<file path="config.mk">
export PLATFORM = sky130hd
export DESIGN_NAME = i2c_master_status_and_transmit
export DESIGN_NICKNAME = d
export VERILOG_FILES = /design/src/inc/i2c_status_tx_pkg.sv /design/src/hdl/i2c_master_status_and_transmit.sv
export VERILOG_INCLUDE_DIRS = /design/src /design/src/inc
export SDC_FILE = /design/constraint.sdc
export NUM_CORES = 1
export LEC_CHECK = 0
export BUFFER_PORTS_ARGS = -buffer_cell sky130_fd_sc_hd__buf_4
export CAP_MARGIN = 5
export CORE_MARGIN = 4
export CORE_UTILIZATION = 49
export CTS_BUF_LIST = sky130_fd_sc_hd__clkbuf_2 sky130_fd_sc_hd__clkbuf_4 sky130_fd_sc_hd__clkbuf_8
export CTS_CLUSTER_DIAMETER = 30
export DETAILED_ROUTE_END_ITERATION = 8
export PLACE_DENSITY = 0.83
export SLEW_MARGIN = 20
export SYNTH_ARGS = -nofsm -noshare
export SYNTH_HDL_FRONTEND = slang
export SYNTH_SLANG_ARGS = --single-unit
</file>
<file path="constraint.sdc">
create_clock -name i_clk -period 1.9 [get_ports i_clk]
set_input_delay 0.19 -clock i_clk [delete_from_list [all_inputs] [get_ports i_clk]]
set_output_delay 0.19 -clock i_clk [all_outputs]
set_load 0.03 [all_outputs]
</file>
<file path="src/inc/i2c_status_tx_map.svh">
`ifndef I2C_STATUS_TX_MAP_SVH
`define I2C_STATUS_TX_MAP_SVH

// Byte addresses on the register bus
`define I2C_CTRL_ADDR 32'hfef800a0
`define I2C_STATUS_ADDR 32'hfef800a4
`define I2C_TX_ADDR 32'hfef800a8
`define I2C_RX_ADDR 32'hfef800b0

// Control register fields
`define I2C_CTRL_ENABLE_BIT 0
`define I2C_CTRL_STOP_BIT 1
`define I2C_CTRL_START_BIT 2
`define I2C_CTRL_NACK_BIT 3
`define I2C_CTRL_RESET 4'h0

// Status register fields
`define I2C_STAT_COMPLETE_BIT 0
`define I2C_STAT_ACK_BIT 1
`define I2C_STAT_ERROR_BIT 2
`define I2C_STAT_RXDONE_BIT 3
`define I2C_STAT_BUSY_BIT 4
`define I2C_COMPLETE_RESET 1'b1
`define I2C_FLAG_RESET 1'b0

// Transmit byte: address in bits 7:1, direction in bit 0
`define I2C_TX_DIR_BIT 0
`define I2C_TX_RESET 8'h00
`define I2C_RX_RESET 8'h00

// Timing
`define I2C_CLK_HZ 50000000
`define I2C_BIT_RATE_HZ 100000
`define I2C_LAST_BIT 4'h8

`endif

</file>
<file path="src/inc/i2c_status_tx_pkg.sv">
package i2c_status_tx_pkg;

  // Line sequencer states
  typedef enum logic [1:0] {
    st_idle,
    st_start,
    st_bits,
    st_stop
  } link_state_type;

  // Kind of byte transfer in progress
  typedef enum logic [1:0] {
    op_addr,
    op_write,
    op_read
  } op_kind_type;

endpackage

</file>
<file path="src/hdl/i2c_master_status_and_transmit.sv">
`timescale 1ns/1ns
`default_nettype none
`include "i2c_status_tx_map.svh"

module i2c_master_status_and_transmit
  import i2c_status_tx_pkg::*;
#(
  parameter int CLK_HZ = `I2C_CLK_HZ,
  parameter int BIT_RATE_HZ = `I2C_BIT_RATE_HZ
) (
  input wire logic i_clk, // System clock
  input wire logic i_rst, // Synchronous reset, high
  input wire logic i_wb_cyc, // Bus cycle
  input wire logic i_wb_stb, // Bus strobe
  input wire logic i_wb_we, // Bus write
  input wire logic [31:0] i_wb_adr, // Bus byte address
  input wire logic [3:0] i_wb_sel, // Bus byte enables
  input wire logic [31:0] i_wb_dat, // Bus write data
  output logic [31:0] o_wb_dat, // Bus read data
  output logic o_wb_ack, // Bus acknowledge
  input wire logic i_scl, // Clock line level
  output logic o_scl_o, // Clock line drive value
  output logic o_scl_oe, // Clock line pull low
  input wire logic i_sda, // Data line level
  output logic o_sda_o, // Data line drive value
  output logic o_sda_oe // Data line pull low
);

  // Quarter bit period in system clocks
  localparam int QUARTER = CLK_HZ / (4 * BIT_RATE_HZ);

  if (QUARTER < 2 || QUARTER > 65535) begin : g_bad_rate
    $error("Bit rate does not fit the system clock");
  end

  logic scl_meta, scl_sync, sda_meta, sda_sync;
  logic [15:0] div_count;
  logic tick;
  link_state_type state;
  op_kind_type op_kind;
  logic [1:0] phase;
  logic [3:0] bit_count;
  logic [7:0] shift;
  logic ack_seen;
  logic session, session_read;
  logic scl_low, sda_low;
  logic ctrl_enable, ctrl_stop, ctrl_start, ctrl_nack;
  logic [7:0] tx_byte, rx_byte;
  logic receive_done_flag, error_flag, ack_received_flag, operation_complete_flag;
  logic bus_req, bus_wr, bus_rd;
  logic hit_ctrl, hit_status, hit_tx, hit_rx;
  logic tx_wr, busy, go_start, go_stop, go_write, go_read, valid_op;
  logic bits_end, stop_end;
  logic [31:0] next_rdata;

  // Two flops on each line before anything looks at it
  always_ff @(posedge i_clk) begin
    if (i_rst) begin
      scl_meta <= 1'b1;
      scl_sync <= 1'b1;
      sda_meta <= 1'b1;
      sda_sync <= 1'b1;
    end else begin
      scl_meta <= i_scl;
      scl_sync <= scl_meta;
      sda_meta <= i_sda;
      sda_sync <= sda_meta;
    end
  end

  // Bus decode; a request is served in the cycle before ack rises
  assign bus_req = i_wb_cyc & i_wb_stb & ~o_wb_ack;
  assign bus_wr = bus_req & i_wb_we & i_wb_sel[0];
  assign bus_rd = bus_req & ~i_wb_we;
  assign hit_ctrl = (i_wb_adr == `I2C_CTRL_ADDR);
  assign hit_status = (i_wb_adr == `I2C_STATUS_ADDR);
  assign hit_tx = (i_wb_adr == `I2C_TX_ADDR);
  assign hit_rx = (i_wb_adr == `I2C_RX_ADDR);

  // Transmit writes become operations only while idle and enabled
  assign tx_wr = bus_wr & hit_tx;
  assign busy = (state != st_idle);
  assign go_start = tx_wr & ~busy & ctrl_enable & ctrl_start;
  assign go_stop = tx_wr & ~busy & ctrl_enable & ctrl_stop & ~ctrl_start;
  assign go_write = tx_wr & ~busy & ctrl_enable & ~ctrl_start & ~ctrl_stop
                    & session & ~session_read;
  // A new read waits until the last byte was collected
  assign go_read = tx_wr & ~busy & ctrl_enable & ~ctrl_start & ~ctrl_stop
                   & session & session_read & ~receive_done_flag;
  assign valid_op = go_start | go_stop | go_write | go_read;

  // End of a byte and end of a stop, on the last quarter
  assign bits_end = tick & (state == st_bits) & (phase == 2'd3)
                    & (bit_count == `I2C_LAST_BIT);
  assign stop_end = tick & (state == st_stop) & (phase == 2'd3);

  // Quarter-bit enable; held off while idle so the first quarter is whole
  always_ff @(posedge i_clk) begin
    if (i_rst || !busy) begin
      div_count <= 16'h0000;
    end else if (div_count == 16'(QUARTER - 1)) begin
      div_count <= 16'h0000;
    end else begin
      div_count <= div_count + 16'h0001;
    end
  end
  assign tick = busy & (div_count == 16'(QUARTER - 1));

  // Bus write
  always_ff @(posedge i_clk) begin
    if (i_rst) begin
      ctrl_enable <= 1'b0;
      ctrl_stop <= 1'b0;
      ctrl_start <= 1'b0;
      ctrl_nack <= 1'b0;
    end else if (bus_wr && hit_ctrl && !error_flag) begin
      if (i_wb_dat[`I2C_CTRL_START_BIT] && i_wb_dat[`I2C_CTRL_STOP_BIT]) begin
        ctrl_enable <= 1'b0;
        ctrl_stop <= 1'b0;
        ctrl_start <= 1'b0;
        ctrl_nack <= 1'b0;
      end else begin
        ctrl_enable <= i_wb_dat[`I2C_CTRL_ENABLE_BIT];
        ctrl_stop <= i_wb_dat[`I2C_CTRL_STOP_BIT];
        ctrl_start <= i_wb_dat[`I2C_CTRL_START_BIT];
        ctrl_nack <= i_wb_dat[`I2C_CTRL_NACK_BIT];
      end
    end
  end

  // Transmit byte keeps its last accepted value for read-back
  always_ff @(posedge i_clk) begin
    if (i_rst) begin
      tx_byte <= `I2C_TX_RESET;
    end else if (valid_op) begin
      tx_byte <= i_wb_dat[7:0];
    end
  end

  // Error: a new error in the clearing cycle survives
  always_ff @(posedge i_clk) begin
    if (i_rst) begin
      error_flag <= `I2C_FLAG_RESET;
    end else if (bus_wr && hit_ctrl && !error_flag && i_wb_dat[`I2C_CTRL_START_BIT]
                 && i_wb_dat[`I2C_CTRL_STOP_BIT]) begin
      error_flag <= 1'b1;
    end else if (bus_rd && hit_status) begin
      error_flag <= 1'b0;
    end
  end

  // Receive-done: set wins over the clearing read
  always_ff @(posedge i_clk) begin
    if (i_rst) begin
      receive_done_flag <= `I2C_FLAG_RESET;
    end else if (bits_end && op_kind == op_read) begin
      receive_done_flag <= 1'b1;
    end else if (bus_rd && hit_rx) begin
      receive_done_flag <= 1'b0;
    end
  end

  // Acknowledge flag tracks address and write bytes only
  always_ff @(posedge i_clk) begin
    if (i_rst) begin
      ack_received_flag <= `I2C_FLAG_RESET;
    end else if (valid_op) begin
      ack_received_flag <= 1'b0;
    end else if (bits_end && op_kind != op_read) begin
      ack_received_flag <= ack_seen;
    end
  end

  // Complete flag
  always_ff @(posedge i_clk) begin
    if (i_rst) begin
      operation_complete_flag <= `I2C_COMPLETE_RESET;
    end else if (valid_op) begin
      operation_complete_flag <= 1'b0;
    end else if (bits_end || stop_end) begin
      operation_complete_flag <= 1'b1;
    end
  end

  // Line sequencer: four quarters per bit, clock high waits for the line
  always_ff @(posedge i_clk) begin
    if (i_rst) begin
      state <= st_idle;
      op_kind <= op_addr;
      phase <= 2'd0;
      bit_count <= 4'h0;
      shift <= 8'h00;
      ack_seen <= 1'b0;
      session <= 1'b0;
      session_read <= 1'b0;
      scl_low <= 1'b0;
      sda_low <= 1'b0;
      rx_byte <= `I2C_RX_RESET;
    end else if (state == st_idle) begin
      phase <= 2'd0;
      // Data is let go a cycle after the clock fell, never in the same cycle
      sda_low <= 1'b0;
      bit_count <= 4'h0;
      ack_seen <= 1'b0;
      shift <= i_wb_dat[7:0];
      if (go_start) begin
        state <= st_start;
        op_kind <= op_addr;
      end else if (go_stop) begin
        state <= st_stop;
      end else if (go_write) begin
        state <= st_bits;
        op_kind <= op_write;
      end else if (go_read) begin
        state <= st_bits;
        op_kind <= op_read;
      end
    // Clock is let go in quarter 1; quarter 2 waits until the line is seen high
    end else if (tick && !(phase == 2'd2 && !scl_sync)) begin
      phase <= phase + 2'd1;
      unique case (state)
        st_start: begin
          // Data released, clock released, data falls, clock falls
          unique case (phase)
            2'd0: sda_low <= 1'b0;
            2'd1: scl_low <= 1'b0;
            2'd2: sda_low <= 1'b1;
            2'd3: begin
              scl_low <= 1'b1;
              state <= st_bits;
            end
          endcase
        end
        st_bits: begin
          unique case (phase)
            2'd0: begin
              if (bit_count == `I2C_LAST_BIT) begin
                // Master answers reads; slave answers address and writes
                sda_low <= (op_kind == op_read) & ~ctrl_nack;
              end else begin
                sda_low <= (op_kind != op_read) & ~shift[7];
              end
            end
            2'd1: scl_low <= 1'b0;
            2'd2: begin
              if (bit_count == `I2C_LAST_BIT) begin
                ack_seen <= ~sda_sync;
              end else begin
                shift <= {shift[6:0], sda_sync};
              end
            end
            2'd3: begin
              scl_low <= 1'b1;
              bit_count <= bit_count + 4'h1;
              if (bit_count == `I2C_LAST_BIT) begin
                state <= st_idle;
                if (op_kind == op_read) begin
                  rx_byte <= shift;
                end
                if (op_kind == op_addr) begin
                  session <= 1'b1;
                  session_read <= tx_byte[`I2C_TX_DIR_BIT];
                end
              end
            end
          endcase
        end
        st_stop: begin
          // Clock low with data low, clock released, then data rises
          unique case (phase)
            2'd0: begin
              scl_low <= 1'b1;
              sda_low <= 1'b1;
            end
            2'd1: scl_low <= 1'b0;
            2'd2: sda_low <= 1'b0;
            2'd3: begin
              state <= st_idle;
              session <= 1'b0;
              session_read <= 1'b0;
            end
          endcase
        end
        default: state <= st_idle;
      endcase
    end
  end

  // Open-drain: only ever pull low
  assign o_scl_o = 1'b0;
  assign o_sda_o = 1'b0;
  assign o_scl_oe = scl_low;
  assign o_sda_oe = sda_low;

  // Read data selection
  always_comb begin
    next_rdata = 32'h0000_0000;
    if (hit_ctrl) begin
      next_rdata[`I2C_CTRL_ENABLE_BIT] = ctrl_enable;
      next_rdata[`I2C_CTRL_STOP_BIT] = ctrl_stop;
      next_rdata[`I2C_CTRL_START_BIT] = ctrl_start;
      next_rdata[`I2C_CTRL_NACK_BIT] = ctrl_nack;
    end else if (hit_status) begin
      next_rdata[`I2C_STAT_COMPLETE_BIT] = operation_complete_flag;
      next_rdata[`I2C_STAT_ACK_BIT] = ack_received_flag;
      next_rdata[`I2C_STAT_ERROR_BIT] = error_flag;
      next_rdata[`I2C_STAT_RXDONE_BIT] = receive_done_flag;
      next_rdata[`I2C_STAT_BUSY_BIT] = busy;
    end else if (hit_tx) begin
      next_rdata[7:0] = tx_byte;
    end else if (hit_rx) begin
      next_rdata[7:0] = rx_byte;
    end
  end

  // One wait state; unmapped addresses answer with zero
  always_ff @(posedge i_clk) begin
    if (i_rst) begin
      o_wb_ack <= 1'b0;
      o_wb_dat <= 32'h0000_0000;
    end else begin
      o_wb_ack <= bus_req;
      if (bus_rd) begin
        o_wb_dat <= next_rdata;
      end
    end
  end

endmodule

`default_nettype wire

</file>
# Yosys cells after proc, flatten, opt, wreduce, memory -nomap -nowiden
# Index checks and enable logic that the tools add are counted.
op_classes:
  add_sub_neg: 3
  n_eq_ne: 30
  mux: 52
  bitwise_logic: 39
  reduce_logical: 44
ops:
  columns: ["op", "count"]
  rows:
  - ["$eq 32x32->1 const B", 4]
  - ["$mux 8", 7]
  - ["$mux 2", 13]
  - ["$and 1x1->1", 25]
  - ["$mux 1", 19]
  - ["$reduce_bool 2->1", 9]
  - ["$add 16x1->16 const B", 1]
  - ["$eq 16x7->1 const B", 1]
  - ["$ne 3x1->1 const B", 5]
  - ["$pmux 1 s2", 7]
  - ["$reduce_and 6->1", 2]
  - ["$logic_and 1x1->1", 11]
  - ["$not 1->1", 11]
  - ["$eq 2x2->1 const B", 5]
  - ["$reduce_and 5->1", 2]
  - ["$mux 4", 2]
  - ["$ne 2x1->1 const B", 4]
  - ["$ne 2x2->1 const B", 4]
  - ["$reduce_and 4->1", 2]
  - ["$reduce_or 2->1", 4]
  - ["$reduce_and 7->1", 1]
  - ["$logic_not 2->1", 3]
  - ["$ne 3x3->1 const B", 2]
  - ["$pmux 2 s3", 1]
  - ["other kinds (14)", 23]
totals:
  regBits: 76
  input_bits: 75
  output_inout_bits: 37
  elab_cells: 195

# Depth between registers and ports, before layout
depth:
  word_depth: 17
  ltp_mapped: 9
  ltp_nobuf: 7

# Worst setup path after synthesis
# No wires, ideal clock.
synth_path:
  kind: "register to register"
  start: "register state[0]"
  end: "register div_count[10]"
  setup_time_ns: 0.128
  arrival_time_ns: 1.779
  required_time_ns: 1.772
  setup_slack_ns: -0.006
  stages_incl_launch_ff: 10
  n_path_buf: 4
  period_less_slack_ns: 1.906
  cell_sequence: "dfxtp_1 -> inv_1 -> ha_1 -> clkbuf_1 -> or2_0 -> clkbuf_1 -> nand2b_1 -> clkbuf_1 -> clkbuf_1 -> nor2_1"
synth_between:
  elab_chain_cells: 4
synth_rtl:
  columns: ["element", "line", "text"]
  rows:
  - ["start: declaration", "i2c_master_status_and_transmit.sv:39", "link_state_type state;"]
  - ["start signal: assignment", "i2c_master_status_and_transmit.sv:188", "state <= st_idle;"]
  - ["start signal: assignment", "i2c_master_status_and_transmit.sv:207", "state <= st_start;"]
  - ["start signal: assignment", "i2c_master_status_and_transmit.sv:210", "state <= st_stop;"]
  - ["$reduce_bool 2->1", "i2c_master_status_and_transmit.sv:82", "assign busy = (state != st_idle);"]
  - ["$logic_not 1->1", "i2c_master_status_and_transmit.sv:99", "if (i_rst || !busy) begin"]
  - ["$logic_or 1x1->1", "i2c_master_status_and_transmit.sv:99", null]
  - ["$reduce_or 2->1 (no source line)", null, null]
  - ["end signal: assignment", "i2c_master_status_and_transmit.sv:104", "div_count <= div_count + 16'h0001;"]
  - ["end: declaration", "i2c_master_status_and_transmit.sv:37", "logic [15:0] div_count;"]
# No other way between the ends.
# A chain may end at the register's enable or synchronous reset.

# Worst setup path in the final report
layout_path:
  start: "register phase[0]"
  end: "register shift[6]"
layout_between:
  elab_chain_cells: 6
  word_cells_on_any_way: 7
  cone_classes: "eq/ne: 1; reduce/logical: 6"
layout_rtl:
  columns: ["element", "line", "text"]
  rows:
  - ["start: declaration", "i2c_master_status_and_transmit.sv:41", "logic [1:0] phase;"]
  - ["start signal: assignment", "i2c_master_status_and_transmit.sv:220", "phase <= phase + 2'd1;"]
  - ["$eq 2x2->1 (*)", "i2c_master_status_and_transmit.sv:219, i2c_master_status_and_transmit.sv:235", null]
  - ["$logic_and 1x1->1", "i2c_master_status_and_transmit.sv:219", "end else if (tick && !(phase == 2'd2 && !scl_sync)) begin"]
  - ["$logic_not 1->1", "i2c_master_status_and_transmit.sv:219", null]
  - ["$logic_and 1x1->1", "i2c_master_status_and_transmit.sv:219", null]
  - ["$reduce_bool 2->1 (no source line)", null, null]
  - ["$reduce_and 4->1 (no source line) (*)", null, null]
  - ["end signal: assignment", "i2c_master_status_and_transmit.sv:205", "shift <= i_wb_dat[7:0];"]
  - ["end signal: assignment", "i2c_master_status_and_transmit.sv:249", "shift <= {shift[6:0], sda_sync};"]
  - ["end: declaration", "i2c_master_status_and_transmit.sv:43", "logic [7:0] shift;"]
# Mark *: on every way between the ends. The rest lies on a longest branch, timed or not.

==> run metrics <==
fmax 553 MHz; Congestion Overflow GR 0; largest net degree at the start of global routing 39; RSZ-0062 raised after global routing yes; flops & latches, synth 76; DRT Pass-1 Iters 4; Setup crit end shift[6]; Fin Hold WS 18.2 ps; global-route wire length before repair 16000 um; area leader, netlist dfxtp_1; Seq/Total Area, Yosys 0.379; most frequent cells in the layout buf_4 (89), nor2_1 (83), dfxtp_1 (75); Cell Pwr Density 643 nW/um^2; Clock transition at path regs 80 ps; GRT Total Usage 0.198; crit path launch type register; CP max stage delay 410 ps; DP HPWL 7260 um; Layout Utilization 0.627; Rel. slew slack 0.660; CTS tree done; final hold violation count 0; Post-Place Cell Area 4620 um^2; placed instance count 644; worst clock skew 7.92 ps; Die ar. 9710 um^2; CTS max path bufs 2; Synth Flop Type dfxtp_1; initial core utilization 0.512; initial antenna violation count 0; met3 wire len 673 um; CP dominant cell by count inv_1; CTS root buf clkbuf_8; ys async rst share 0; Via density 5.51; hold buffer count at CTS 0; CP endpoint kind register; Worst R2R Setup Slack 90 ps; critical path arrival 2040 ps; Die Ht 98.5 um; diode count 0; DR vias 3639; FF-to-FF Start phase[0]; status completed; Final Critical Period 1810 ps; Post-Layout Cell Count 660; DR iter-0 viols 222; Core ar. 7850 um^2; Final Slew Violations 0; WL final 9780 um; part of the cycle the worst path needs 0.951; # setup viols final 0; Worst Path Required 2140 ps; post-synth top area share 0.379; library cells used by synthesis 62; most common cell after layout, fill and taps aside buf_4; drc violations 0; Port Buffers 58; Ports 112; Num CTS Buffers 9; wire length on met2 4970 um; max_cap viols 0; EDFF count, synth 0; vias in the first global route 3535; Layout Area Growth over Synthesis 22.6%; GP Congestion 0.930; slowest cell on the critical path a2111oi_1; min-delay worst type in2reg; M1 wire length 3990 um; fin nets 642; fin area 4920 um^2; crit-path cells inv_1, ha_1, inv_1, nor3_2, nand3_4, a2111oi_1; CP Class reg2reg; clk_lat worst skew 350 ps; H-tree depth 3; top sig layer met4; CTS sink cnt 76; mean routed wirelength per cell 14.8 um; LEAKAGE 2.02 nW; IR Drop Worst-Case VDD 0.000459 V; layout cell share with drive strength beyond 1 0.238; crit path from phase[0]; Routed Antenna Nets 0; Netlist Area Pre-Place 4020 um^2; std cell rows 32; worst-margin pin slew 506 ps; reg2reg path depth 6; die width 98.5 um; synthesized area per cell 8.47 um^2; reg-to-reg endpoint shift[6]; Crit Path Max Fanout 15; Synth Instances 474; yosys synthesis warning count 0; Synth area leaders dfxtp_1 (38%), nor2_1 (7.8%), mux2i_1 (6.2%)
## area by class of cell
| type | instances | area (um^2) |
|---|---|---|
| flip-flops and latches | 76 | 1520 |
| inverters | 21 | 78.8 |
| multi-input cells | 357 | 2320 |
| well taps | 102 | 128 |
| clock buffers | 12 | 159 |
| repair buffers | 89 | 668 |
| fillers | 642 | 2930 |
| clock inverters | 3 | 46.3 |
## Yosys cell counts, types with 3 or more instances
cell       instances
a2111oi_1          7
a211oi_1           5
a21oi_1           16
a221oi_1           4
a22oi_1            4
and4_1             5
buf_2              3
buf_4             27
clkbuf_1          14
dfxtp_1           76
ha_1              13
inv_1             20
mux2i_1           25
nand2_1           23
nand2b_1           7
nand3_1           13
nand3b_1           3
nand4_1           11
nor2_1            83
nor2b_1            3
nor3_1            21
nor4_1             5
o21ai_0           11
o31ai_1            7
or2_2              5
or3_1              4
xnor2_1            7
xor2_1            11
## worst max-delay path, delay by kind of cell, from the launching register on
family	cells	cell delay (ps)
AOI/OAI and AO/OA	1	410
adders and majority gates	1	220
buffers and inverters	2	230
DFF	1	350
and+or+nand+nor	2	480
## worst min-delay path by stage
stage	start	end	slack, ps	cells after the start
global route	i_sda	sda_meta	-2	2
finish	i_sda	sda_meta	20	2
detailed placement	i_sda	sda_meta	380	2
global placement	i_scl	scl_meta	380	2
floorplan	i_scl	scl_meta	290	1
CTS	i_sda	sda_meta	8	2
## kinds of logic (layout without fill, tap and decap cells)
group           after synthesis  count (layout)  share of synthesized area
other cells                   1              26                   0.000934
xor+xnor                     18              18                     0.0393
fa+ha+maj                    13              13                     0.0405
flops                        76              76                      0.379
simple gates                210             210                      0.276
mux                          25              25                     0.0623
compound gates               65              65                      0.114
buf+inv                      66             125                     0.0879
## flip-flops by register name (all words and copies together), names as in the netlist, 2 cells and up
register / count
bit_count: 4
div_count: 16
o_wb_dat: 8
op_kind: 2
phase: 2
rx_byte: 8
shift: 8
state: 2
tx_byte: 8
## what timing repair did
item,in CTS,in global routing
gates cloned,0,0
setup buffers,0,1
setup endpoints to repair,44,38
pin swaps,0,1
gates resized for setup,7,10
## stage by stage
| stage | setup WS [ps] | total power [mW] | setup TNS (ps) |
|---|---|---|---|
| 2_1_floorplan | 6.40 | 1.84 | 0 |
| 3_3_place_gp | -67.6 | 1.91 | -930 |
| 4_1_cts | 14.4 | 3.18 | 0 |
| 6_report | 92.8 | 3.17 | 0 |
| 3_5_place_dp | -179 | 1.91 | -1960 |
| 5_1_grt | -39.2 | 3.29 | -121 |
## report_power, final
part / switching (mW) / internal [mW]
clock: 0.596 / 0.689
sequential: 0.0116 / 1.61
combinational: 0.159 / 0.102
## metal layers
metal / track usage / up-vias
met5: 0 / -
met4: 0.0798 / 0
met1: 0.236 / 1732
li1: - / 1765
met3: 0.0658 / 13
met2: 0.330 / 129
No activity file was read; power rests on OpenSTA's default activity.
